--- src/hdl/ussr_cfg.svh ---
`ifndef USSR_CFG_SVH
`define USSR_CFG_SVH

// ----------------------------------------------------------------------------
// Register indices (byte address is four times the index)
// ----------------------------------------------------------------------------
`define USSR_IDX_PERIPHERAL_FLAGS_ONE      8'h0c
`define USSR_IDX_RECEIVE_STATUS_CONTROL    8'h18
`define USSR_IDX_TRANSMIT_HOLDING          8'h19
`define USSR_IDX_RECEIVE_BUFFER            8'h1a
`define USSR_IDX_PERIPHERAL_IRQ_ENABLE_ONE 8'h8c
`define USSR_IDX_TRANSMIT_STATUS_CONTROL   8'h98
`define USSR_IDX_BAUD_DIVISOR              8'h99

// ----------------------------------------------------------------------------
// Field positions
// ----------------------------------------------------------------------------
`define USSR_PIR_RECEIVE_IRQ_FLAG          5
`define USSR_RCS_SERIAL_PORT_ENABLE        7
`define USSR_RCS_NINTH_BIT_RECEIVE_ENABLE  6
`define USSR_RCS_SINGLE_WORD_RECEIVE_EN    5
`define USSR_RCS_CONTINUOUS_RECEIVE_EN     4
`define USSR_RCS_ADDRESS_DETECT_ENABLE     3
`define USSR_RCS_FRAMING_ERROR_FLAG        2
`define USSR_RCS_OVERRUN_ERROR_FLAG        1
`define USSR_RCS_RECEIVED_NINTH_BIT        0
`define USSR_TXS_CLOCK_SOURCE_SELECT       7
`define USSR_TXS_SYNC_MODE                 4
`define USSR_TXS_UNIMPLEMENTED             3
`define USSR_TXS_SHIFT_REGISTER_EMPTY      1

// ----------------------------------------------------------------------------
// Reset values and constants
// ----------------------------------------------------------------------------
`define USSR_RST_BYTE                      8'h00
`define USSR_RST_TRANSMIT_STATUS_CONTROL   8'h02
`define USSR_TXS_WRITE_MASK                8'hf5
`define USSR_RCS_WRITE_MASK                8'hf8
`define USSR_IRQ_VECTOR                    16'h0004

`endif

--- src/hdl/ussr_pkg.sv ---
package ussr_pkg;

  // --------------------------------------------------------------------------
  // Receiver states
  // --------------------------------------------------------------------------
  typedef enum logic [1:0] {
    USSR_RX_OFF,
    USSR_RX_SHIFT,
    USSR_RX_STALLED
  } ussr_rx_state_t;

endpackage : ussr_pkg

--- src/hdl/ussr_receiver.sv ---
// Added by the designer: the APB register port.
`timescale 1ns/1ps
`include "ussr_cfg.svh"

module ussr_receiver
  import ussr_pkg::*;
#(
  parameter int unsigned ADDR_W = 12
) (
  // APB
  input  wire logic              pclk,
  input  wire logic              presetn,
  input  wire logic              psel,
  input  wire logic              penable,
  input  wire logic              pwrite,
  input  wire logic [ADDR_W-1:0] paddr,
  input  wire logic [31:0]       pwdata,
  input  wire logic [3:0]        pstrb,
  output logic      [31:0]       prdata,
  output logic                   pready,
  output logic                   pslverr,
  // Link pins
  input  wire logic              link_clk_in,
  input  wire logic              link_data_in,
  // Core side
  input  wire logic              sleep_in,
  input  wire logic              global_irq_enable,
  output logic                   irq,
  output logic                   wake,
  output logic                   branch_req,
  output logic      [15:0]       branch_vector
);

  // --------------------------------------------------------------------------
  // Helpers
  // --------------------------------------------------------------------------
  function automatic logic is_reg(input logic [ADDR_W-1:0] a, input logic [7:0] idx);
    is_reg = (a[1:0] == 2'b00) && (a[ADDR_W-1:2] == (ADDR_W-2)'(idx));
  endfunction : is_reg

  // Index of the last bit of a word; the ninth bit extends it
  function automatic logic [3:0] last_bit(input logic nine);
    last_bit = nine ? 4'd8 : 4'd7;
  endfunction : last_bit

  // --------------------------------------------------------------------------
  // State
  // --------------------------------------------------------------------------
  logic           ck_s1_q,  ck_s2_q,  ck_s3_q;
  logic           dt_s1_q,  dt_s2_q;
  ussr_rx_state_t rx_state_q, rx_state_d;
  logic [8:0]     shift_q,   shift_d;
  logic [3:0]     bit_cnt_q, bit_cnt_d;
  logic [7:0]     rx_buf_q,  rx_buf_d;
  logic           received_ninth_bit_q,    received_ninth_bit_d;
  logic           overrun_error_flag_q,    overrun_error_flag_d;
  logic           receive_irq_flag_q,    receive_irq_flag_d;
  logic [7:0]     rcs_q,     rcs_d;
  logic [7:0]     txs_q,     txs_d;
  logic [7:0]     txh_q,     txh_d;
  logic [7:0]     brg_q,     brg_d;
  logic [7:0]     pie_q,     pie_d;
  logic [31:0]    prdata_q,  prdata_d;
  logic           pready_q,  pready_d;
  logic           pslverr_q, pslverr_d;
  logic           irq_q,     irq_d;
  logic           wake_q,    wake_d;
  logic           br_q,      br_d;
  logic [15:0]    bvec_q,    bvec_d;

  logic           ck_fall;
  logic           rx_enable;
  logic           ninth_en;
  logic           word_done;
  logic           acc;
  logic           wr;
  logic           rd;
  logic           mapped;
  logic [7:0]     rdata;
  logic [7:0]     pir_view;
  logic [7:0]     rcs_view;
  logic [7:0]     txs_view;

  // --------------------------------------------------------------------------
  // Pin synchronisers
  // --------------------------------------------------------------------------
  // Data passes one stage fewer than the clock, as many as the ck_s2_q sample the edge is taken from, so both stay aligned
  always_ff @(posedge pclk or negedge presetn) begin
    if (!presetn) begin
      ck_s1_q <= 1'b0;
      ck_s2_q <= 1'b0;
      ck_s3_q <= 1'b0;
      dt_s1_q <= 1'b0;
      dt_s2_q <= 1'b0;
    end else begin
      ck_s1_q <= link_clk_in;
      ck_s2_q <= ck_s1_q;
      ck_s3_q <= ck_s2_q;
      dt_s1_q <= link_data_in;
      dt_s2_q <= dt_s1_q;
    end
  end

  // Data sampled on the falling edge of the shift clock
  assign ck_fall = ck_s3_q & ~ck_s2_q;

  // --------------------------------------------------------------------------
  // Register views
  // --------------------------------------------------------------------------
  // Single-word enable is stored but never qualifies reception
  assign rx_enable = rcs_q[`USSR_RCS_SERIAL_PORT_ENABLE]
                   & rcs_q[`USSR_RCS_CONTINUOUS_RECEIVE_EN]
                   & txs_q[`USSR_TXS_SYNC_MODE]
                   & ~txs_q[`USSR_TXS_CLOCK_SOURCE_SELECT];
  assign ninth_en  = rcs_q[`USSR_RCS_NINTH_BIT_RECEIVE_ENABLE];

  always_comb begin
    pir_view = 8'h00;
    pir_view[`USSR_PIR_RECEIVE_IRQ_FLAG] = receive_irq_flag_q;
    rcs_view = rcs_q;
    rcs_view[`USSR_RCS_FRAMING_ERROR_FLAG] = 1'b0;  // No stop bit in sync mode
    rcs_view[`USSR_RCS_OVERRUN_ERROR_FLAG] = overrun_error_flag_q;
    rcs_view[`USSR_RCS_RECEIVED_NINTH_BIT] = received_ninth_bit_q;
    txs_view = txs_q;
    txs_view[`USSR_TXS_UNIMPLEMENTED] = 1'b0;
    txs_view[`USSR_TXS_SHIFT_REGISTER_EMPTY] = 1'b1;  // No transmitter here
  end

  // --------------------------------------------------------------------------
  // APB decode
  // --------------------------------------------------------------------------
  assign acc = psel & penable & pready_q;
  // Every register sits in the low byte lane
  assign wr  = acc & pwrite & pstrb[0];
  assign rd  = acc & ~pwrite;

  always_comb begin
    mapped = 1'b1;
    rdata  = 8'h00;
    if (is_reg(paddr, `USSR_IDX_PERIPHERAL_FLAGS_ONE)) begin
      rdata = pir_view;
    end else if (is_reg(paddr, `USSR_IDX_RECEIVE_STATUS_CONTROL)) begin
      rdata = rcs_view;
    end else if (is_reg(paddr, `USSR_IDX_TRANSMIT_HOLDING)) begin
      rdata = txh_q;
    end else if (is_reg(paddr, `USSR_IDX_RECEIVE_BUFFER)) begin
      rdata = rx_buf_q;
    end else if (is_reg(paddr, `USSR_IDX_PERIPHERAL_IRQ_ENABLE_ONE)) begin
      rdata = pie_q;
    end else if (is_reg(paddr, `USSR_IDX_TRANSMIT_STATUS_CONTROL)) begin
      rdata = txs_view;
    end else if (is_reg(paddr, `USSR_IDX_BAUD_DIVISOR)) begin
      rdata = brg_q;
    end else begin
      mapped = 1'b0;
    end
  end

  // --------------------------------------------------------------------------
  // Next state
  // --------------------------------------------------------------------------
  always_comb begin
    rx_state_d = rx_state_q;
    shift_d    = shift_q;
    bit_cnt_d  = bit_cnt_q;
    rx_buf_d   = rx_buf_q;
    received_ninth_bit_d     = received_ninth_bit_q;
    overrun_error_flag_d     = overrun_error_flag_q;
    receive_irq_flag_d     = receive_irq_flag_q;
    rcs_d      = rcs_q;
    txs_d      = txs_q;
    txh_d      = txh_q;
    brg_d      = brg_q;
    pie_d      = pie_q;
    word_done  = 1'b0;

    // Bus side effects first so hardware events below win
    pready_d  = psel & penable & ~pready_q;
    prdata_d  = prdata_q;
    pslverr_d = 1'b0;
    if (psel & penable & ~pready_q) begin
      prdata_d  = pwrite ? 32'h0000_0000 : {24'h00_0000, rdata};
      pslverr_d = ~mapped;
    end
    if (wr) begin
      if (is_reg(paddr, `USSR_IDX_PERIPHERAL_FLAGS_ONE) && pwdata[`USSR_PIR_RECEIVE_IRQ_FLAG]) begin
        receive_irq_flag_d = 1'b0;
      end
      if (is_reg(paddr, `USSR_IDX_RECEIVE_STATUS_CONTROL)) begin
        rcs_d = pwdata[7:0] & `USSR_RCS_WRITE_MASK;
      end
      if (is_reg(paddr, `USSR_IDX_TRANSMIT_HOLDING)) begin
        txh_d = pwdata[7:0];
      end
      if (is_reg(paddr, `USSR_IDX_PERIPHERAL_IRQ_ENABLE_ONE)) begin
        pie_d = pwdata[7:0];
      end
      if (is_reg(paddr, `USSR_IDX_TRANSMIT_STATUS_CONTROL)) begin
        txs_d = pwdata[7:0] & `USSR_TXS_WRITE_MASK;
      end
      if (is_reg(paddr, `USSR_IDX_BAUD_DIVISOR)) begin
        brg_d = pwdata[7:0];
      end
    end
    // Reading the buffer consumes the word
    if (rd && is_reg(paddr, `USSR_IDX_RECEIVE_BUFFER)) begin
      receive_irq_flag_d = 1'b0;
    end

    case (rx_state_q)
      USSR_RX_OFF: begin
        bit_cnt_d = 4'd0;
        if (rx_enable) begin
          rx_state_d = USSR_RX_SHIFT;
        end
      end
      USSR_RX_SHIFT: begin
        if (!rx_enable) begin
          rx_state_d = USSR_RX_OFF;
        end else if (ck_fall) begin
          shift_d[bit_cnt_q] = dt_s2_q;  // LSB first
          if (bit_cnt_q == last_bit(ninth_en)) begin
            bit_cnt_d = 4'd0;
            word_done = 1'b1;
          end else begin
            bit_cnt_d = bit_cnt_q + 4'd1;
          end
        end
      end
      USSR_RX_STALLED: begin
        // Overrun freezes the shifter until software drops the enable
        bit_cnt_d = 4'd0;
        if (!rx_enable) begin
          rx_state_d = USSR_RX_OFF;
        end
      end
      default: begin
        rx_state_d = USSR_RX_OFF;
      end
    endcase

    // Sleep is not a qualifier: the pin clock keeps shifting
    if (word_done) begin
      // A clear in this cycle frees the buffer, so the new word lands
      if (receive_irq_flag_d) begin
        overrun_error_flag_d     = 1'b1;
        rx_state_d = USSR_RX_STALLED;
      end else begin
        rx_buf_d = shift_d[7:0];
        received_ninth_bit_d   = ninth_en & shift_d[8];
        receive_irq_flag_d   = 1'b1;
      end
    end

    if (!rcs_q[`USSR_RCS_CONTINUOUS_RECEIVE_EN]) begin
      overrun_error_flag_d = 1'b0;
    end

    irq_d  = |(pie_d & {2'b00, receive_irq_flag_d, 5'b0_0000});
    wake_d = sleep_in & irq_d;
    br_d   = irq_d & global_irq_enable;
    // Vector registered beside the request so both change together
    bvec_d = br_d ? `USSR_IRQ_VECTOR : 16'h0000;
  end

  // --------------------------------------------------------------------------
  // Registers
  // --------------------------------------------------------------------------
  always_ff @(posedge pclk or negedge presetn) begin
    if (!presetn) begin
      rx_state_q <= USSR_RX_OFF;
      shift_q    <= 9'h000;
      bit_cnt_q  <= 4'd0;
      rx_buf_q   <= `USSR_RST_BYTE;
      received_ninth_bit_q     <= 1'b0;
      overrun_error_flag_q     <= 1'b0;
      receive_irq_flag_q     <= 1'b0;
      rcs_q      <= `USSR_RST_BYTE;
      txs_q      <= `USSR_RST_BYTE;
      txh_q      <= `USSR_RST_BYTE;
      brg_q      <= `USSR_RST_BYTE;
      pie_q      <= `USSR_RST_BYTE;
      prdata_q   <= 32'h0000_0000;
      pready_q   <= 1'b0;
      pslverr_q  <= 1'b0;
      irq_q      <= 1'b0;
      wake_q     <= 1'b0;
      br_q       <= 1'b0;
      bvec_q     <= 16'h0000;
    end else begin
      rx_state_q <= rx_state_d;
      shift_q    <= shift_d;
      bit_cnt_q  <= bit_cnt_d;
      rx_buf_q   <= rx_buf_d;
      received_ninth_bit_q     <= received_ninth_bit_d;
      overrun_error_flag_q     <= overrun_error_flag_d;
      receive_irq_flag_q     <= receive_irq_flag_d;
      rcs_q      <= rcs_d;
      txs_q      <= txs_d;
      txh_q      <= txh_d;
      brg_q      <= brg_d;
      pie_q      <= pie_d;
      prdata_q   <= prdata_d;
      pready_q   <= pready_d;
      pslverr_q  <= pslverr_d;
      irq_q      <= irq_d;
      wake_q     <= wake_d;
      br_q       <= br_d;
      bvec_q     <= bvec_d;
    end
  end

  // --------------------------------------------------------------------------
  // Outputs
  // --------------------------------------------------------------------------
  // Every output leaves a flop, so the core sees no glitches
  assign prdata        = prdata_q;
  assign pready        = pready_q;
  assign pslverr       = pslverr_q;
  assign irq           = irq_q;
  assign wake          = wake_q;
  assign branch_req    = br_q;
  assign branch_vector = bvec_q;

endmodule : ussr_receiver

--- config.mk ---
export PLATFORM = sky130hd
export DESIGN_NAME = ussr_receiver
export DESIGN_NICKNAME = d
export VERILOG_FILES = /design/src/hdl/ussr_pkg.sv /design/src/hdl/ussr_receiver.sv
export VERILOG_INCLUDE_DIRS = /design/src /design/src/hdl
export SDC_FILE = /design/constraint.sdc
export NUM_CORES = 1
export LEC_CHECK = 0
export BUFFER_PORTS_ARGS = -buffer_cell sky130_fd_sc_hd__buf_2
export CAP_MARGIN = 40
export CORE_UTILIZATION = 48
export DETAILED_ROUTE_END_ITERATION = 8
export GPL_TIMING_DRIVEN = 0
export PLACE_DENSITY = 0.79
export SYNTH_ARGS = -nofsm -noshare
export SYNTH_HDL_FRONTEND = slang
export SYNTH_SLANG_ARGS = --single-unit
export TNS_END_PERCENT = 20
--- constraint.sdc ---
create_clock -name pclk -period 2.1 [get_ports pclk]
set_input_delay 0.42 -clock pclk [delete_from_list [all_inputs] [get_ports pclk]]
set_output_delay 0.42 -clock pclk [all_outputs]
set_load 0.01 [all_outputs]
==> out/qor.log <==
qor: clock_tree.cts.clk_slew.worst_paths 80 ps
qor: detailed_routing.dr.pass1.iters 4
qor: placed_design.dpl.hpwl 6.952 mm
qor: yosys.post_synth_edffs 0
qor: placed_design.placed_area 0.004737 mm²
qor: detailed_routing.detail_route.drc_violations 0
qor: worst_setup_path.cp-start-kind input pin
qor: yosys.synth.distinct_cells 61
qor: placed_design.routabilityCongestion 0.8960
qor: yosys.postSynth.asyncResetShare 100.0%
qor: detailed_routing.per_cell_routed_wire_length 16.35 µm
qor: placed_design.port_buffers 43
qor: worst_setup_path.worst-endpoint-arrival 2320 ps
qor: worst_setup_path.crit_path_max_fanout 4
qor: layout.diodes 0
qor: detailed_routing.via_count 3202
qor: die.floorplan.initialDensity 50.57%
qor: clock_tree.cts_root_buffer clkbuf_8
qor: detailed_routing.drtAntennaViolNets 0
qor: yosys.synth.area.top_cells dfrtp_1 (47%), mux2_2 (13%), buf_4 (7.1%), ha_1 (2.4%), mux2i_1 (1.9%)
qor: clock_tree.clock_tree.htree_level_count 3
qor: global_routing.initial_antenna_violation_count 0
qor: die.fp.dieH 95.74 µm
qor: sta.finalHoldViolations 0
qor: die.coreArea 0.008341 mm²
qor: clock_tree.cts_buffer_depth 2
qor: outcome.outcome finished, final reports clean
qor: yosys.ys_dominant_reg_cell dfrtp_1
qor: layout.flow.area_growth_from_synthesis 20.20%
qor: worst_setup_path.ff2ff_setup_slack 20 ps
qor: detailed_routing.wl 9.482 mm
qor: global_routing.globalRoute.totalOverflow 0
qor: yosys.synth_most_common_cell dfrtp_1
qor: clock_tree.tritoncts_clock_tree done
qor: yosys.synth.yosys.seq_area_share 46.87%
qor: die.full_die_area 0.009166 mm²
qor: detailed_routing.drt-vias-per-instance 5.521
qor: pwr.power.leakage 2.516 nW
qor: yosys.yosys-top-cells-count dfrtp_1 (79), mux2_2 (48), buf_4 (40)
qor: global_routing.number_of_global_route_vias_before_repair 3078
qor: worst_hold_path.hold_class in -> reg
qor: yosys.synth-seq-cells 79
qor: sta.achievable-frequency 480.1 MHz
qor: layout.post-route-util 60.79%
qor: global_routing.groute.usage.overall 22.45%
qor: sta.timing.clock.skew 8.903 ps
qor: layout.final_nets 536
qor: clock_tree.worst_skew_pair.late_latency 350 ps
qor: yosys.syn_inst 372
qor: job.timing.max_cap.violations 0
qor: die.ios 110
qor: pwr.ir_worst_vdd 0.3987 mV
qor: worst_setup_path.critical_path.endpoint_type register
qor: sta.tightestPinTransition 665.7 ps
qor: sta.setup_repair_after_global_routing_missed_its_margin true
qor: sta.slew-limit-headroom 55.50%
qor: detailed_routing.initialDrtViolationCount 227
qor: sta.final_clock_period_utilization_by_the_worst_path 99.20%
qor: yosys.synth.yosys.warnings 0
qor: yosys.syn-cell-area 0.004218 mm²
qor: clock_tree.number_of_clock_sinks_seen_by_cts 79
qor: global_routing.grt_max_degree 69
qor: yosys.yosys.area.top_type dfrtp_1
qor: layout.finish.instance_area 0.005070 mm²
qor: pwr.power_per_cell_area 563.1 mW/mm²
qor: yosys.syn_area_per_cell 11.34 µm²
qor: worst_setup_path.worstPathRequired 2340 ps
qor: worst_setup_path.path_class in -> reg
qor: layout.drive_gt1_share 39.16%
qor: sta.maxSlewViolCount 0
qor: global_routing.grt_first_pass_wirelength 15.13 mm
qor: sta.setup_viol 0
qor: sta.timing.final.crit_period 2083 ps
qor: die.placementRows 33
qor: clock_tree.cts_inserted_buffers 9
qor: yosys.top_area_cell_type_share_of_the_netlist_area 46.87%
qor: die.die_w 95.74 µm
[cells in the final DEF, fill, tap and decap left out, types with 3 or more instances in the layout]
cell / n
a211oi_1: 4
nand2_1: 12
nor2_1: 9
nand2b_1: 9
o2bb2ai_1: 3
ha_1: 7
a22o_1: 4
clkbuf_1: 5
nor4b_2: 4
nand3_1: 11
o22ai_1: 3
buf_4: 47
conb_1: 39
nor2b_1: 4
a2bb2oi_1: 5
inv_1: 18
mux2_1: 3
a21oi_1: 8
dfrtp_1: 78
mux2i_1: 7
mux2_2: 48
nor4_2: 3
a22oi_1: 7
or2_2: 3
o21ai_0: 14
buf_2: 47
nor3_1: 4
clkbuf_8: 9
o31ai_1: 3
[path summary, 6_finish.rpt]
kind,end,cells past startpoint,start
max in group asynchronous,rcs_q[6],3,presetn
setup / recovery,rx_buf_q[2],7,paddr[3]
setup reg to reg,rx_buf_q[2],7,txs_q[7]
hold / removal,dt_s1_q,1,link_data_in
hold reg to reg,dt_s2_q,0,dt_s1_q
min in group asynchronous,ck_s2_q,2,presetn
[state kept, by name (all words and copies together) (netlist names), 2 cells and up]
signal	flops
rx_state_q	2
brg_q	8
txh_q	8
rx_buf_q	8
bit_cnt_q	4
rcs_q	5
pie_q	8
shift_q	9
txs_q	6
prdata	8
[timing repair]
item                                    in CTS  in global routing
resized for setup                           11                  5
buffers inserted                             5                  2
endpoints found under the setup margin      21                 28
pin swaps                                    1                  1
endpoints found under the hold margin       11                  0
hold buffers                                 1                  0
[routing by layer]
layer  vias to the layer above  global-route usage [%]  routed length (µm)
met3                        19                   4.502                 673
met5                         -                       0                   0
met2                       140                   36.25                4613
li1                       1480                       -                   -
met1                      1563                   29.23                3976
met4                         0                   10.20                 218
[critical path: stages]
cell and delay, ps:
buf_2 130, nor4b_2 450, and4b_1 330, nand4_1 240, a21oi_4 270, buf_4 160
mux2_2 320
[cells by family (layout without fill, tap and decap cells)]
kind of cell,after synthesis,after routing,synth area share (%)
simple gates,89,89,13.62
flops,79,79,46.87
buf+inv,68,133,9.760
compound gates,67,67,11.57
mux,59,59,15.51
fa+ha+maj,8,8,2.373
other cells,1,39,0.08891
xor+xnor,1,1,0.2077
[stage by stage]
stage / setup WS, ps / hold WS, ps / setup TNS, ps / total power [mW] / cells
6_report: 16.90 / 174.2 / 0 / 2.855 / 580
2_1_floorplan: -3.885 / 124.4 / -3.885 / 1.701 / 410
5_1_grt: -79.81 / 164.0 / -781.4 / 2.978 / 580
4_1_cts: 8.034 / 167.1 / 0 / 2.870 / 579
3_5_place_dp: -456.5 / 280.7 / -13090 / 1.803 / 559
3_3_place_gp: -383.6 / 332.4 / -10770 / 1.793 / 558
[power breakdown]
| group | leakage (nW) | switching (mW) | internal [mW] |
|---|---|---|---|
| logic | 1.35 | 0.146 | 0.101 |
| clock network | 0.0892 | 0.536 | 0.540 |
| registers | 1.08 | 0.00445 | 1.53 |
| total | 2.52 | 0.687 | 2.17 |
[layout make-up]
class | count | area, µm²
Fill cell | 676 | 3271
Clock inverter | 4 | 47.55
Timing Repair Buffer | 52 | 320.3
Buffer | 48 | 336.6
Multi-Input combinational cell | 263 | 2057
Sequential cell | 79 | 1978
Clock buffer | 11 | 131.4
Inverter | 18 | 67.56
Tap cell | 105 | 131.4
No activity file was read; power rests on OpenSTA's default activity.
